==> config.mk <==
export PLATFORM = sky130hd
export DESIGN_NAME = bdl_dev_flat
export DESIGN_NICKNAME = d
export VERILOG_FILES = /design/src/inc/bdl_pkg.sv /design/src/inc/bdl_link_if.sv /design/src/core/bdl_dev.sv /design/src/flat_wrapper.sv
export SDC_FILE = /design/constraint.sdc
export NUM_CORES = 2
export LEC_CHECK = 0
export BUFFER_PORTS_ARGS = -buffer_cell sky130_fd_sc_hd__buf_2
export CAP_MARGIN = 20
export CELL_PAD_IN_SITES_DETAIL_PLACEMENT = 1
export CELL_PAD_IN_SITES_GLOBAL_PLACEMENT = 2
export CORE_MARGIN = 2
export CORE_UTILIZATION = 54
export DETAILED_ROUTE_END_ITERATION = 10
export PLACE_DENSITY_LB_ADDON = 0.1
export SLEW_MARGIN = 0
export SYNTH_ARGS = -nofsm -noshare
export SYNTH_HDL_FRONTEND = slang
export SYNTH_SLANG_ARGS = --single-unit
==> constraint.sdc <==
create_clock -name clk -period 11.19 [get_ports clk]
set_input_delay 1.119 -clock clk [delete_from_list [all_inputs] [get_ports clk]]
set_output_delay 1.119 -clock clk [all_outputs]
set_load 0.01 [all_outputs]
==> src/inc/bdl_pkg.sv <==
// Shared constants and types of the boot download loader, both ends.
// Assumes a single clock per end; the link is a 4-wire serial register window.
package bdl_pkg;
  ////////////////////////////////////////////////////////////////////////////
  // Register window of the device
  localparam logic [7:0] REG_APPID   = 8'h00;
  localparam logic [7:0] REG_CMD     = 8'h08;
  localparam logic [7:0] REG_SIZE    = 8'h09;
  localparam logic [7:0] REG_DATA    = 8'h0a;
  localparam logic [7:0] REG_CSUM    = 8'h8b;
  localparam int         DATA_BYTES  = 128;
  localparam logic [7:0] MAX_PAYLOAD = 8'h80;
  localparam logic [7:0] APPID_BOOT  = 8'h80;
  localparam logic [7:0] CSUM_INV    = 8'hff;
  localparam logic [7:0] RST_BYTE    = 8'h00;
  ////////////////////////////////////////////////////////////////////////////
  // Commands, payload sizes, status codes
  localparam logic [7:0] CMD_REMAP   = 8'h11;
  localparam logic [7:0] CMD_INIT    = 8'h14;
  localparam logic [7:0] CMD_WRAM    = 8'h41;
  localparam logic [7:0] CMD_ADDR    = 8'h43;
  localparam logic [7:0] SIZE_REMAP  = 8'h00;
  localparam logic [7:0] SIZE_INIT   = 8'h01;
  localparam logic [7:0] SIZE_ADDR   = 8'h02;
  localparam logic [7:0] ST_OK       = 8'h00;
  localparam logic [7:0] ST_CSUM     = 8'h01;
  localparam logic [7:0] ST_CMD      = 8'h02;
  localparam logic [7:0] ST_SIZE     = 8'h03;
  localparam logic [7:0] ST_PTR      = 8'h04;
  ////////////////////////////////////////////////////////////////////////////
  // Link frame: rw bit, 8 address bits, 8 data bits, msb first
  localparam logic [4:0] FRAME_BITS  = 5'd17;
  localparam logic [4:0] HDR_BITS    = 5'd9;
  localparam int         LINK_HALF   = 8;
  ////////////////////////////////////////////////////////////////////////////
  // Host APB registers
  localparam logic [7:0] HA_CTRL     = 8'h00;
  localparam logic [7:0] HA_DATA     = 8'h04;
  localparam logic [7:0] HA_STAT     = 8'h08;
  localparam logic [7:0] HA_ISTAT    = 8'h0c;
  localparam logic [7:0] HA_ICLR     = 8'h10;
  localparam logic [7:0] HA_IEN      = 8'h14;
  localparam int         CTRL_SEND   = 0;
  localparam int         CTRL_POLL   = 1;
  localparam int         EV_FRAME    = 0;
  localparam int         EV_POLL     = 1;
  localparam int         EV_ERR      = 2;
  localparam int         EV_BITS     = 3;

  typedef enum logic [1:0] {X_IDLE, X_SUM, X_CHECK, X_WRITE} bdl_xst_t;
  typedef enum logic [2:0] {H_IDLE, H_LOAD, H_LOW, H_HIGH, H_GAP} bdl_hst_t;
endpackage

==> src/inc/bdl_link_if.sv <==
// Serial register link between the host controller and the device.
// Assumes the host drives clock, select and data out; the device answers on miso.
`timescale 1ns/1ps
interface bdl_link_if;
  logic link_clk;
  logic link_cs_b;
  logic link_mosi;
  logic link_miso;
  modport host (output link_clk, output link_cs_b, output link_mosi, input link_miso);
  modport dev  (input link_clk, input link_cs_b, input link_mosi, output link_miso);
endinterface

==> src/core/bdl_dev.sv <==
// Device end: register window and bootloader command interpreter.
// Assumes link pins are asynchronous to clk; rst_b stands for the enable pin.
//
// The APB slave port is this design's own decision.
`timescale 1ns/1ps
module bdl_dev
  import bdl_pkg::*;
#(
  parameter logic [7:0] APP_ID = 8'h01  // Arbitrary value
) (
  input  wire logic clk,
  input  wire logic rst_b,
  bdl_link_if.dev   lnk,
  output logic       ram_we,
  output logic [15:0] ram_addr,
  output logic [7:0] ram_wdata,
  output logic       remap,
  output logic       sys_reset,
  output logic       dl_init,
  output logic [7:0] dl_seed
);
  import bdl_pkg::*;

  ////////////////////////////////////////////////////////////////////////////
  // Pin synchronisers
  logic cs_s1, cs_s2, ck_s1, ck_s2, ck_s3, mo_s1, mo_s2;
  always_ff @(posedge clk or negedge rst_b) begin
    if (!rst_b) begin
      cs_s1 <= 1'b1;
      cs_s2 <= 1'b1;
      ck_s1 <= 1'b0;
      ck_s2 <= 1'b0;
      ck_s3 <= 1'b0;
      mo_s1 <= 1'b0;
      mo_s2 <= 1'b0;
    end else begin
      cs_s1 <= lnk.link_cs_b;
      cs_s2 <= cs_s1;
      ck_s1 <= lnk.link_clk;
      ck_s2 <= ck_s1;
      ck_s3 <= ck_s2;
      mo_s1 <= lnk.link_mosi;
      mo_s2 <= mo_s1;
    end
  end
  wire logic rise = ck_s2 & ~ck_s3;
  wire logic fall = ~ck_s2 & ck_s3;

  ////////////////////////////////////////////////////////////////////////////
  // Register state
  logic [7:0] mem [DATA_BYTES];
  logic [7:0] cmd_reg, cmd_next, size_reg, size_next, csum_reg, csum_next;
  logic [7:0] status_reg, status_next, appid_reg, appid_next;
  logic       boot;
  assign boot = (appid_reg == APPID_BOOT);
  logic [7:0] csum_addr, data_end;
  // Checksum lands right after the last payload byte in use
  assign csum_addr = 8'(REG_DATA + size_reg);
  // One past the payload store; keeps 0x8a from aliasing byte 0
  assign data_end  = 8'(REG_DATA + DATA_BYTES);

  function automatic logic [7:0] rd_mux(input logic [7:0] a);
    logic [7:0] off;
    off = a - REG_DATA;
    rd_mux = RST_BYTE;
    if (a == REG_APPID)
      rd_mux = appid_reg;
    else if (boot) begin
      if (a == REG_CMD)
        rd_mux = status_reg;
      else if (a == REG_SIZE)
        rd_mux = size_reg;
      else if (a == REG_CSUM)
        rd_mux = csum_reg;
      else if (a >= REG_DATA && a < data_end)
        rd_mux = mem[off[6:0]];
    end
  endfunction

  ////////////////////////////////////////////////////////////////////////////
  // Link receiver and read shifter
  logic [4:0]  bit_cnt_reg, bit_cnt_next;
  logic [15:0] rx_reg, rx_next;
  logic [7:0]  tx_reg, tx_next;
  logic        rd_reg, rd_next, miso_reg, miso_next, wr_stb;
  logic [7:0]  wr_addr, wr_data;
  assign wr_addr = rx_reg[14:7];
  assign wr_data = {rx_reg[6:0], mo_s2};

  always_comb begin
    bit_cnt_next = bit_cnt_reg;
    rx_next      = rx_reg;
    tx_next      = tx_reg;
    rd_next      = rd_reg;
    miso_next    = miso_reg;
    wr_stb       = 1'b0;
    if (cs_s2) begin
      bit_cnt_next = '0;
      rd_next      = 1'b0;
    end else if (rise && bit_cnt_reg < FRAME_BITS) begin
      rx_next      = {rx_reg[14:0], mo_s2};
      bit_cnt_next = bit_cnt_reg + 5'd1;
      if (bit_cnt_reg == HDR_BITS - 5'd1) begin
        rd_next = rx_reg[7];
        tx_next = rd_mux({rx_reg[6:0], mo_s2});
      end
      if (bit_cnt_reg == FRAME_BITS - 5'd1 && !rx_reg[15])
        wr_stb = 1'b1;
    end else if (fall && rd_reg && bit_cnt_reg >= HDR_BITS) begin
      miso_next = tx_reg[7];
      tx_next   = {tx_reg[6:0], 1'b0};
    end
  end

  always_ff @(posedge clk or negedge rst_b) begin
    if (!rst_b) begin
      bit_cnt_reg <= '0;
      rx_reg      <= '0;
      tx_reg      <= '0;
      rd_reg      <= 1'b0;
      miso_reg    <= 1'b0;
    end else begin
      bit_cnt_reg <= bit_cnt_next;
      rx_reg      <= rx_next;
      tx_reg      <= tx_next;
      rd_reg      <= rd_next;
      miso_reg    <= miso_next;
    end
  end
  assign lnk.link_miso = miso_reg;

  ////////////////////////////////////////////////////////////////////////////
  // Command interpreter
  bdl_xst_t    st_reg, st_next;
  logic [7:0]  idx_reg, idx_next, acc_reg, acc_next, seed_reg, seed_next;
  logic [15:0] ptr_reg, ptr_next, ra_reg, ra_next;
  logic [7:0]  wd_reg, wd_next, off;
  logic        ptr_ok_reg, ptr_ok_next, we_reg, we_next;
  logic        remap_reg, remap_next, srst_reg, srst_next, init_reg, init_next;
  logic        mem_we;
  logic [6:0]  mem_idx;

  always_comb begin
    st_next     = st_reg;
    idx_next    = idx_reg;
    acc_next    = acc_reg;
    seed_next   = seed_reg;
    ptr_next    = ptr_reg;
    ptr_ok_next = ptr_ok_reg;
    ra_next     = ra_reg;
    wd_next     = wd_reg;
    cmd_next    = cmd_reg;
    size_next   = size_reg;
    csum_next   = csum_reg;
    status_next = status_reg;
    appid_next  = appid_reg;
    remap_next  = remap_reg;
    we_next     = 1'b0;
    srst_next   = 1'b0;
    init_next   = 1'b0;
    mem_we      = 1'b0;
    off         = wr_addr - REG_DATA;
    mem_idx     = off[6:0];
    case (st_reg)
      X_IDLE: begin
        if (wr_stb && boot) begin
          if (wr_addr == REG_CMD)
            cmd_next = wr_data;
          else if (wr_addr == REG_SIZE)
            size_next = wr_data;
          else if (wr_addr == csum_addr || wr_addr == REG_CSUM) begin
            csum_next = wr_data;
            acc_next  = cmd_reg + size_reg;
            idx_next  = '0;
            st_next   = X_SUM;
          end
          else if (wr_addr >= REG_DATA && wr_addr < data_end)
            mem_we = 1'b1;
        end
      end
      X_SUM: begin
        if (idx_reg < size_reg && idx_reg < MAX_PAYLOAD) begin
          acc_next = acc_reg + mem[idx_reg[6:0]];
          idx_next = idx_reg + 8'd1;
        end else
          st_next = X_CHECK;
      end
      X_CHECK: begin
        st_next     = X_IDLE;
        status_next = ST_OK;
        if ((acc_reg ^ CSUM_INV) != csum_reg)
          status_next = ST_CSUM;
        else begin
          case (cmd_reg)
            CMD_REMAP: begin
              if (size_reg != SIZE_REMAP)
                status_next = ST_SIZE;
              else begin
                remap_next = 1'b1;
                srst_next  = 1'b1;
                appid_next = APP_ID;
              end
            end
            CMD_INIT: begin
              if (size_reg != SIZE_INIT)
                status_next = ST_SIZE;
              else begin
                init_next = 1'b1;
                seed_next = mem[0];
              end
            end
            CMD_ADDR: begin
              if (size_reg != SIZE_ADDR)
                status_next = ST_SIZE;
              else begin
                ptr_next    = {mem[1], mem[0]};
                ptr_ok_next = 1'b1;
              end
            end
            CMD_WRAM: begin
              if (size_reg > MAX_PAYLOAD)
                status_next = ST_SIZE;
              else if (!ptr_ok_reg)
                status_next = ST_PTR;
              else begin
                idx_next = '0;
                st_next  = X_WRITE;
              end
            end
            default: status_next = ST_CMD;
          endcase
        end
      end
      X_WRITE: begin
        if (idx_reg < size_reg) begin
          we_next  = 1'b1;
          ra_next  = ptr_reg;
          wd_next  = mem[idx_reg[6:0]];
          ptr_next = ptr_reg + 16'd1;
          idx_next = idx_reg + 8'd1;
        end else
          st_next = X_IDLE;
      end
      default: st_next = X_IDLE;
    endcase
  end

  always_ff @(posedge clk or negedge rst_b) begin
    if (!rst_b) begin
      st_reg     <= X_IDLE;
      idx_reg    <= '0;
      acc_reg    <= '0;
      seed_reg   <= '0;
      ptr_reg    <= '0;
      ptr_ok_reg <= 1'b0;
      ra_reg     <= '0;
      wd_reg     <= '0;
      cmd_reg    <= RST_BYTE;
      size_reg   <= RST_BYTE;
      csum_reg   <= RST_BYTE;
      status_reg <= ST_OK;
      appid_reg  <= APPID_BOOT;
      remap_reg  <= 1'b0;
      we_reg     <= 1'b0;
      srst_reg   <= 1'b0;
      init_reg   <= 1'b0;
    end else begin
      st_reg     <= st_next;
      idx_reg    <= idx_next;
      acc_reg    <= acc_next;
      seed_reg   <= seed_next;
      ptr_reg    <= ptr_next;
      ptr_ok_reg <= ptr_ok_next;
      ra_reg     <= ra_next;
      wd_reg     <= wd_next;
      cmd_reg    <= cmd_next;
      size_reg   <= size_next;
      csum_reg   <= csum_next;
      status_reg <= status_next;
      appid_reg  <= appid_next;
      remap_reg  <= remap_next;
      we_reg     <= we_next;
      srst_reg   <= srst_next;
      init_reg   <= init_next;
    end
  end

  // Payload store has no reset; contents are undefined until written
  always_ff @(posedge clk) begin
    if (mem_we)
      mem[mem_idx] <= wr_data;
  end

  assign ram_we    = we_reg;
  assign ram_addr  = ra_reg;
  assign ram_wdata = wd_reg;
  assign remap     = remap_reg;
  assign sys_reset = srst_reg;
  assign dl_init   = init_reg;
  assign dl_seed   = seed_reg;
endmodule

==> src/flat_wrapper.sv <==
// flat-port wrapper written by rule: the top's interface ports become plain ports
module bdl_dev_flat import bdl_pkg::*;
#(
  parameter logic [7:0] APP_ID = 8'h01                    
)
  (clk, rst_b, ram_we, ram_addr, ram_wdata, remap, sys_reset, dl_init, dl_seed, lnk_link_clk, lnk_link_cs_b, lnk_link_mosi, lnk_link_miso);
  bdl_link_if lnk_i ();
  input  wire logic clk;
  input  wire logic rst_b;
  output logic ram_we;
  output logic [15:0] ram_addr;
  output logic [7:0] ram_wdata;
  output logic remap;
  output logic sys_reset;
  output logic dl_init;
  output logic [7:0] dl_seed;
  input wire logic [$bits(lnk_i.link_clk)-1:0] lnk_link_clk;
  input wire logic [$bits(lnk_i.link_cs_b)-1:0] lnk_link_cs_b;
  input wire logic [$bits(lnk_i.link_mosi)-1:0] lnk_link_mosi;
  output wire logic [$bits(lnk_i.link_miso)-1:0] lnk_link_miso;
  assign lnk_i.link_clk = lnk_link_clk;
  assign lnk_i.link_cs_b = lnk_link_cs_b;
  assign lnk_i.link_mosi = lnk_link_mosi;
  assign lnk_link_miso = lnk_i.link_miso;
  bdl_dev #(.APP_ID(APP_ID)) u_core (.clk(clk), .rst_b(rst_b), .lnk(lnk_i), .ram_we(ram_we), .ram_addr(ram_addr), .ram_wdata(ram_wdata), .remap(remap), .sys_reset(sys_reset), .dl_init(dl_init), .dl_seed(dl_seed));
endmodule
Word-level counts from Yosys, hierarchy flattened
Memory sizes are Yosys's and may differ from the RTL's.
Cells that the tools add are included.

operators by class
  add/subtract/negate cells = 8
  magnitude comparators = 9
  equal/unequal tests = 35
  reduce and logical (&&, ||, !) cells = 33
  bitwise operators = 13
  multiplexer cells = 75

operators by type and width
  cell                     number
  $mux W8                  26
  $mux W16                 4
  $pmux W8 S4              2
  $eq A8 B4 Y1 const B     4
  $pmux W16 S2             1
  $mux W2                  13
  $lt A8 B8 Y1 const B     3
  $mux W1                  24
  $ne A2 B2 Y1 const B     9
  $add A16 B1 Y16 const B  1
  $add A8 B8 Y8            2
  $eq A8 B5 Y1 const B     2
  $eq A8 B7 Y1 const B     2
  $eq A8 B8 Y1 const B     2
  $ge A8 B4 Y1 const B     2
  $pmux W8 S2              1
  $reduce_and A4 Y1        4
  $sub A7 B4 Y7 const B    2
  $ne A2 B1 Y1 const B     6
  $reduce_and A6 Y1        2
  $mux W5                  2
  $not A1 Y1               10
  $reduce_and A10 Y1       1
  $reduce_and A5 Y1        2
  28 further kinds         46

storage, ports and cells
  word-level logic and storage cells = 203
  memory bits (writable) = 1,024
  input port bits = 5
  output and inout bits = 37
  register bits = 143
  memories = 1

memories
  memory      depth  bits a word  read ports  clocked after memory_dff  wr ports  RTL line       text
  u_core.mem  128    8            4           0                         1         bdl_dev.sv:51  logic [7:0] mem [DATA_BYTES];

Depth between registers and ports, before layout
  word-level depth = 10
  depth in mapped cells = 21
  depth with buffers taken out = 17

Least setup slack after synthesis
Ideal clock, no wire load.

  path type = register to register
  start = reg u_core.rx_reg[0]
  end = reg u_core.tx_reg[2]
  library setup time = 0.140 ns
  data arrival time = 4.984 ns
  period minus slack after synthesis = 5.124 ns
  path slack = 6.066 ns
  required time = 11.050 ns
  stages on the path, launching flop included = 13
  buffers on the path = 4
  cell sequence = dfrtp_1 -> buf_2 -> clkbuf_1 -> inv_2 -> ha_1 -> xor2_1 -> buf_4 -> buf_2 -> mux4_2 -> o221ai_1 -> o21ai_0 -> a221oi_1 -> a211oi_1

on the way
  word-level cells in the longest chain between the ends = 10
  elaborated cells between the ends (all ways) = 17
  classes of those cells = 1 x add/sub; 2 x order compare; 3 x eq/ne; 8 x mux; 2 x reduce/logical; 1 x memory

ends and longest elaborated chain
  element                                                 RTL line        text
  start: declaration                                      bdl_dev.sv:83   logic [15:0] rx_reg, rx_next;
  start signal: assignment                                bdl_dev.sv:124  rx_reg <= rx_next;
  $sub A7 B4 Y7 (tied with other cells)                   bdl_dev.sv:64   off = a - REG_DATA;
  $mem_v2 Z128 W8 or $logic_and A1 B1 Y1 (tied branches)  -
  $mux W8                                                 bdl_dev.sv:75   else if (a >= REG_DATA && a < data_end)
  $mux W8                                                 bdl_dev.sv:73   else if (a == REG_CSUM)
  $mux W8                                                 bdl_dev.sv:71   else if (a == REG_SIZE)
  $mux W8                                                 bdl_dev.sv:69   if (a == REG_CMD)
  $mux W8                                                 bdl_dev.sv:68   else if (boot) begin
  $mux W8 *                                               bdl_dev.sv:66   if (a == REG_APPID)
  $mux W8 *                                               bdl_dev.sv:103  if (bit_cnt_reg == HDR_BITS - 5'd1) begin
  $mux W8 *                                               bdl_dev.sv:100  end else if (rise && bit_cnt_reg < FRAME_BITS) begin
  end signal: assignment                                  bdl_dev.sv:125  tx_reg <= tx_next;
  end: declaration                                        bdl_dev.sv:84   logic [7:0] tx_reg, tx_next;

Mark *: on every way between the ends. The rest lies on a longest branch, timed or not. The select of a mux whose other input is x is not followed.
A chain may end at the register's enable or synchronous reset.

Worst setup path after layout
  start = reg u_core.idx_reg[1]
  end = reg u_core.acc_reg[7]

on the way
  word-level cells in the longest chain between the ends = 4
  elaborated cells between the ends (all ways) = 9
  classes of those cells = 1 x add/sub; 2 x order compare; 1 x eq/ne; 2 x mux; 2 x reduce/logical; 1 x memory

ends and longest elaborated chain
  element                                               RTL line                        text
  start: declaration                                    bdl_dev.sv:135                  logic [7:0] idx_reg, idx_next, acc_reg, acc_next, seed_reg, seed_next;
  start signal: assignment                              bdl_dev.sv:269                  idx_reg <= idx_next;
  $mem_v2 Z128 W8 or $lt A8 B8 Y1 (tied branches)       -
  $add A8 B8 Y8 or $logic_and A1 B1 Y1 (tied branches)  bdl_dev.sv:183, bdl_dev.sv:182
  $mux W8 or $ne A2 B1 Y1 (tied branches)               -
  $pmux W8 S2 or $reduce_and A6 Y1 (tied branches)      -
  end signal: assignment                                bdl_dev.sv:270                  acc_reg <= acc_next;
  end: declaration                                      bdl_dev.sv:135

Parallel ways exist; a longest one is shown, timed or not. The select of a mux whose other input is x is not followed.

==> results.toml <==
[cts]
insertion_delay_ps = 740
postCtsSetupRepairBufs = 0
cts_buffer_depth = 3
htree_levels = 3
clk_pin_slew_ps = 60
cts.sinks = 1161
ctsResizeCount = 0
numCtsBuffers = 119
cts_root_buffer = "clkbuf_16"
ctsHoldBuffers = 0
cts_tree = "done"

[grt]
grt_pass1_vias = 33393
overflow = 0
grt_pass1_wl_mm = 250
grt_usage = 0.331
grt_max_degree = 144
antenna_found_initial = 3

[logic_synthesis]
syn_nets = 3053
synth_flop_cell = "edfxtp_1"
synth_common_cells = "1024 x edfxtp_1, 616 x mux4_2, 187 x nor2_1"
synth.most_common_cell = "edfxtp_1"
synthArstFlopShare = 0.118
postSynthAreaPerCell_um2 = 18.4
post_synth_num_cell_types = 77
synthTopCellsByArea = "edfxtp_1 55%, mux4_2 25%, dfrtp_1 6.1%, mux2_2 1.3%, nor2_1 1.3%"
netlist_instances = 3017
synth-edff-count = 1024
synth_top_area_frac = 0.555
synth_top_cell_by_area = "edfxtp_1"
synth-warning-count = 0
netlist_area_mm2 = 0.0554
ys_ff_latch = 1161
yosysSeqAreaShare = 0.617

[timing]
tightest_slew_ps = 1170
hold_violations = 0
setup_ws_ps = 5320
rsz0062_at_grt = "no"
fmax_mhz = 170
period_share = 0.525
fin_setup_tns_ps = 0
final_max_slew_viol_count = 0
hold_ws_ps = 359
final.min_clock_period_ps = 5870
finalSetupViolCount = 0
skew_ps = 37.2
relSlewSlack = 0.219

[placed_design]
dp_cells = 4290
io_buffers = 41
gp_congestion = 0.904
dp_hpwl_mm = 111
place_ws_ps = 5450

[power]
max-vdd-ir-drop_v = 0.000137
power_mw = 10.8
p_comb_frac = 0.148
clkPwrFrac = 0.375
switching_power_mw = 2.96
seq_power_share = 0.477
powerDensity_mw_per_mm2 = 176
power_leakage_nw = 19.8
p_int_mw = 7.80
p_sw_frac = 0.275

[finish]
regArea_mm2 = 0.0342
n_fill_cell = 8746
multi_input_area_mm2 = 0.0201
area_delta_synth_final_pct = 10.3
finalNetCount = 3095
fin_cells = 4529
largest_reg_flops = 1024
drive_above_1_share = 0.328
largest-register = "u_core.mem"

[floorplan]
die_area_mm2 = 0.105
die_height_um = 324
initial_core_util = 0.545
num_rows = 117
io_pins = 42
core_area_mm2 = 0.102
die_w_um = 324

[status]
outcome = "finished, final reports clean"

[detailed_routing]
via_count = 32834
dr.pass1.iters = 6
wl_mm = 172
drt_iter0_drc = 4530
drt-wirelength-per-cell_um = 38.0
vias_per_cell = 7.25
drc = 0
ant_nets = 0

[setup_path]
worstPathMaxFanout = 143
worstSetupPathType = "flip-flop to flip-flop"
arrival_ps = 6510
cp.required_ps = 11820
critPathLaunchType = "flip-flop"
cp-end-kind = "flip-flop"

[run]
drv_cap = 0

[hold_path]
min_path_type = "flip-flop to flip-flop"
## area by class of cell
cell class | count | share of cell area
tap | 1368 | 0.0280
clock inverter | 82 | 0.0137
sequential | 1161 | 0.560
antenna | 2 | 0.0000819
clock buffer | 139 | 0.0501
multi-input combinational | 1604 | 0.329
inverter | 39 | 0.00242
timing repair buffer | 134 | 0.0167
## power by group through the flow
stage / clock network (mW) / registers (mW) / logic, mW
CTS: 4.08 / 5.13 / 1.56
global placement: 0 / 5.21 / 1.52
detailed placement: 0 / 5.22 / 1.56
finish: 4.04 / 5.13 / 1.59
floorplan: 0 / 5.24 / 0.807
global route: 4.24 / 5.14 / 1.65
## layer usage
| layer | track usage | vias to the layer above | part of all wire |
|---|---|---|---|
| met5 | 0 | - | 0.00016 |
| met4 | 0.123 | 4 | 0.040 |
| met3 | 0.0635 | 344 | 0.099 |
| met2 | 0.512 | 2073 | 0.48 |
| met1 | 0.474 | 17684 | 0.39 |
| li1 | - | 12729 | - |
## critical path, stage by stage (launching register included)
cell and delay (ps):
dfrtp_4 1030, buf_12 630, mux4_2 410, mux4_2 550, mux4_2 560, a21oi_1 420, inv_1 100, ha_1 300
a21oi_1 180, nor2b_1 90, nor3_1 140, nor2_1 90, o41a_1 320, xnor2_1 150, o32ai_1 270, o21ba_2 190
## worst paths after layout
check                           cells past startpoint         startpoint           endpoint  slack (ps)
worst max-delay path                               15  u_core.idx_reg[1]  u_core.acc_reg[7]        5320
worst min-delay path                                0       u_core.cs_s1       u_core.cs_s2         360
worst max register to register                     15  u_core.idx_reg[1]  u_core.acc_reg[7]        5320
worst min register to register                      0       u_core.cs_s1       u_core.cs_s2         360
max in group asynchronous                           2              rst_b  u_core.idx_reg[0]        9380
min in group asynchronous                           1              rst_b   u_core.sys_reset         420
## layout by cell type (no fill, tap or decap), types with 14 or more instances in the layout
cell type / instances
a211oi_1: 16
a21oi_1: 77
a31oi_1: 16
and3_1: 15
buf_2: 41
buf_4: 73
bufinv_16: 15
clkbuf_1: 19
clkbuf_16: 119
clkinv_1: 23
clkinv_2: 26
dfrtp_1: 122
edfxtp_1: 1024
ha_1: 28
inv_1: 36
mux2_2: 65
mux2i_1: 43
mux4_2: 616
nand2_1: 171
nand3_1: 50
nor2_1: 187
nor2b_1: 16
nor3_1: 22
o21ai_0: 51
o22ai_1: 14
xnor2_1: 17
xor2_1: 22
## cell families after synthesis
kind of cell               count (synthesis)  synth area share
AOI/OAI and AO/OA                        276            0.0334
xor gates and xnor gates                  43           0.00680
adders and majority gates                 31           0.00727
buffers and inverters                    252            0.0216
DFF                                     1161             0.617
muxes                                    724             0.271
and+or+nand+nor                          530            0.0427
## stage by stage
step | utilization | instance area, µm²
floorplan | - | 55400
global placement | 0.560 | 57000
detailed placement | 0.561 | 57100
CTS | 0.599 | 61000
global route | 0.601 | 61100
finish | 0.601 | 61100
Power figures use the tool's default switching activity.
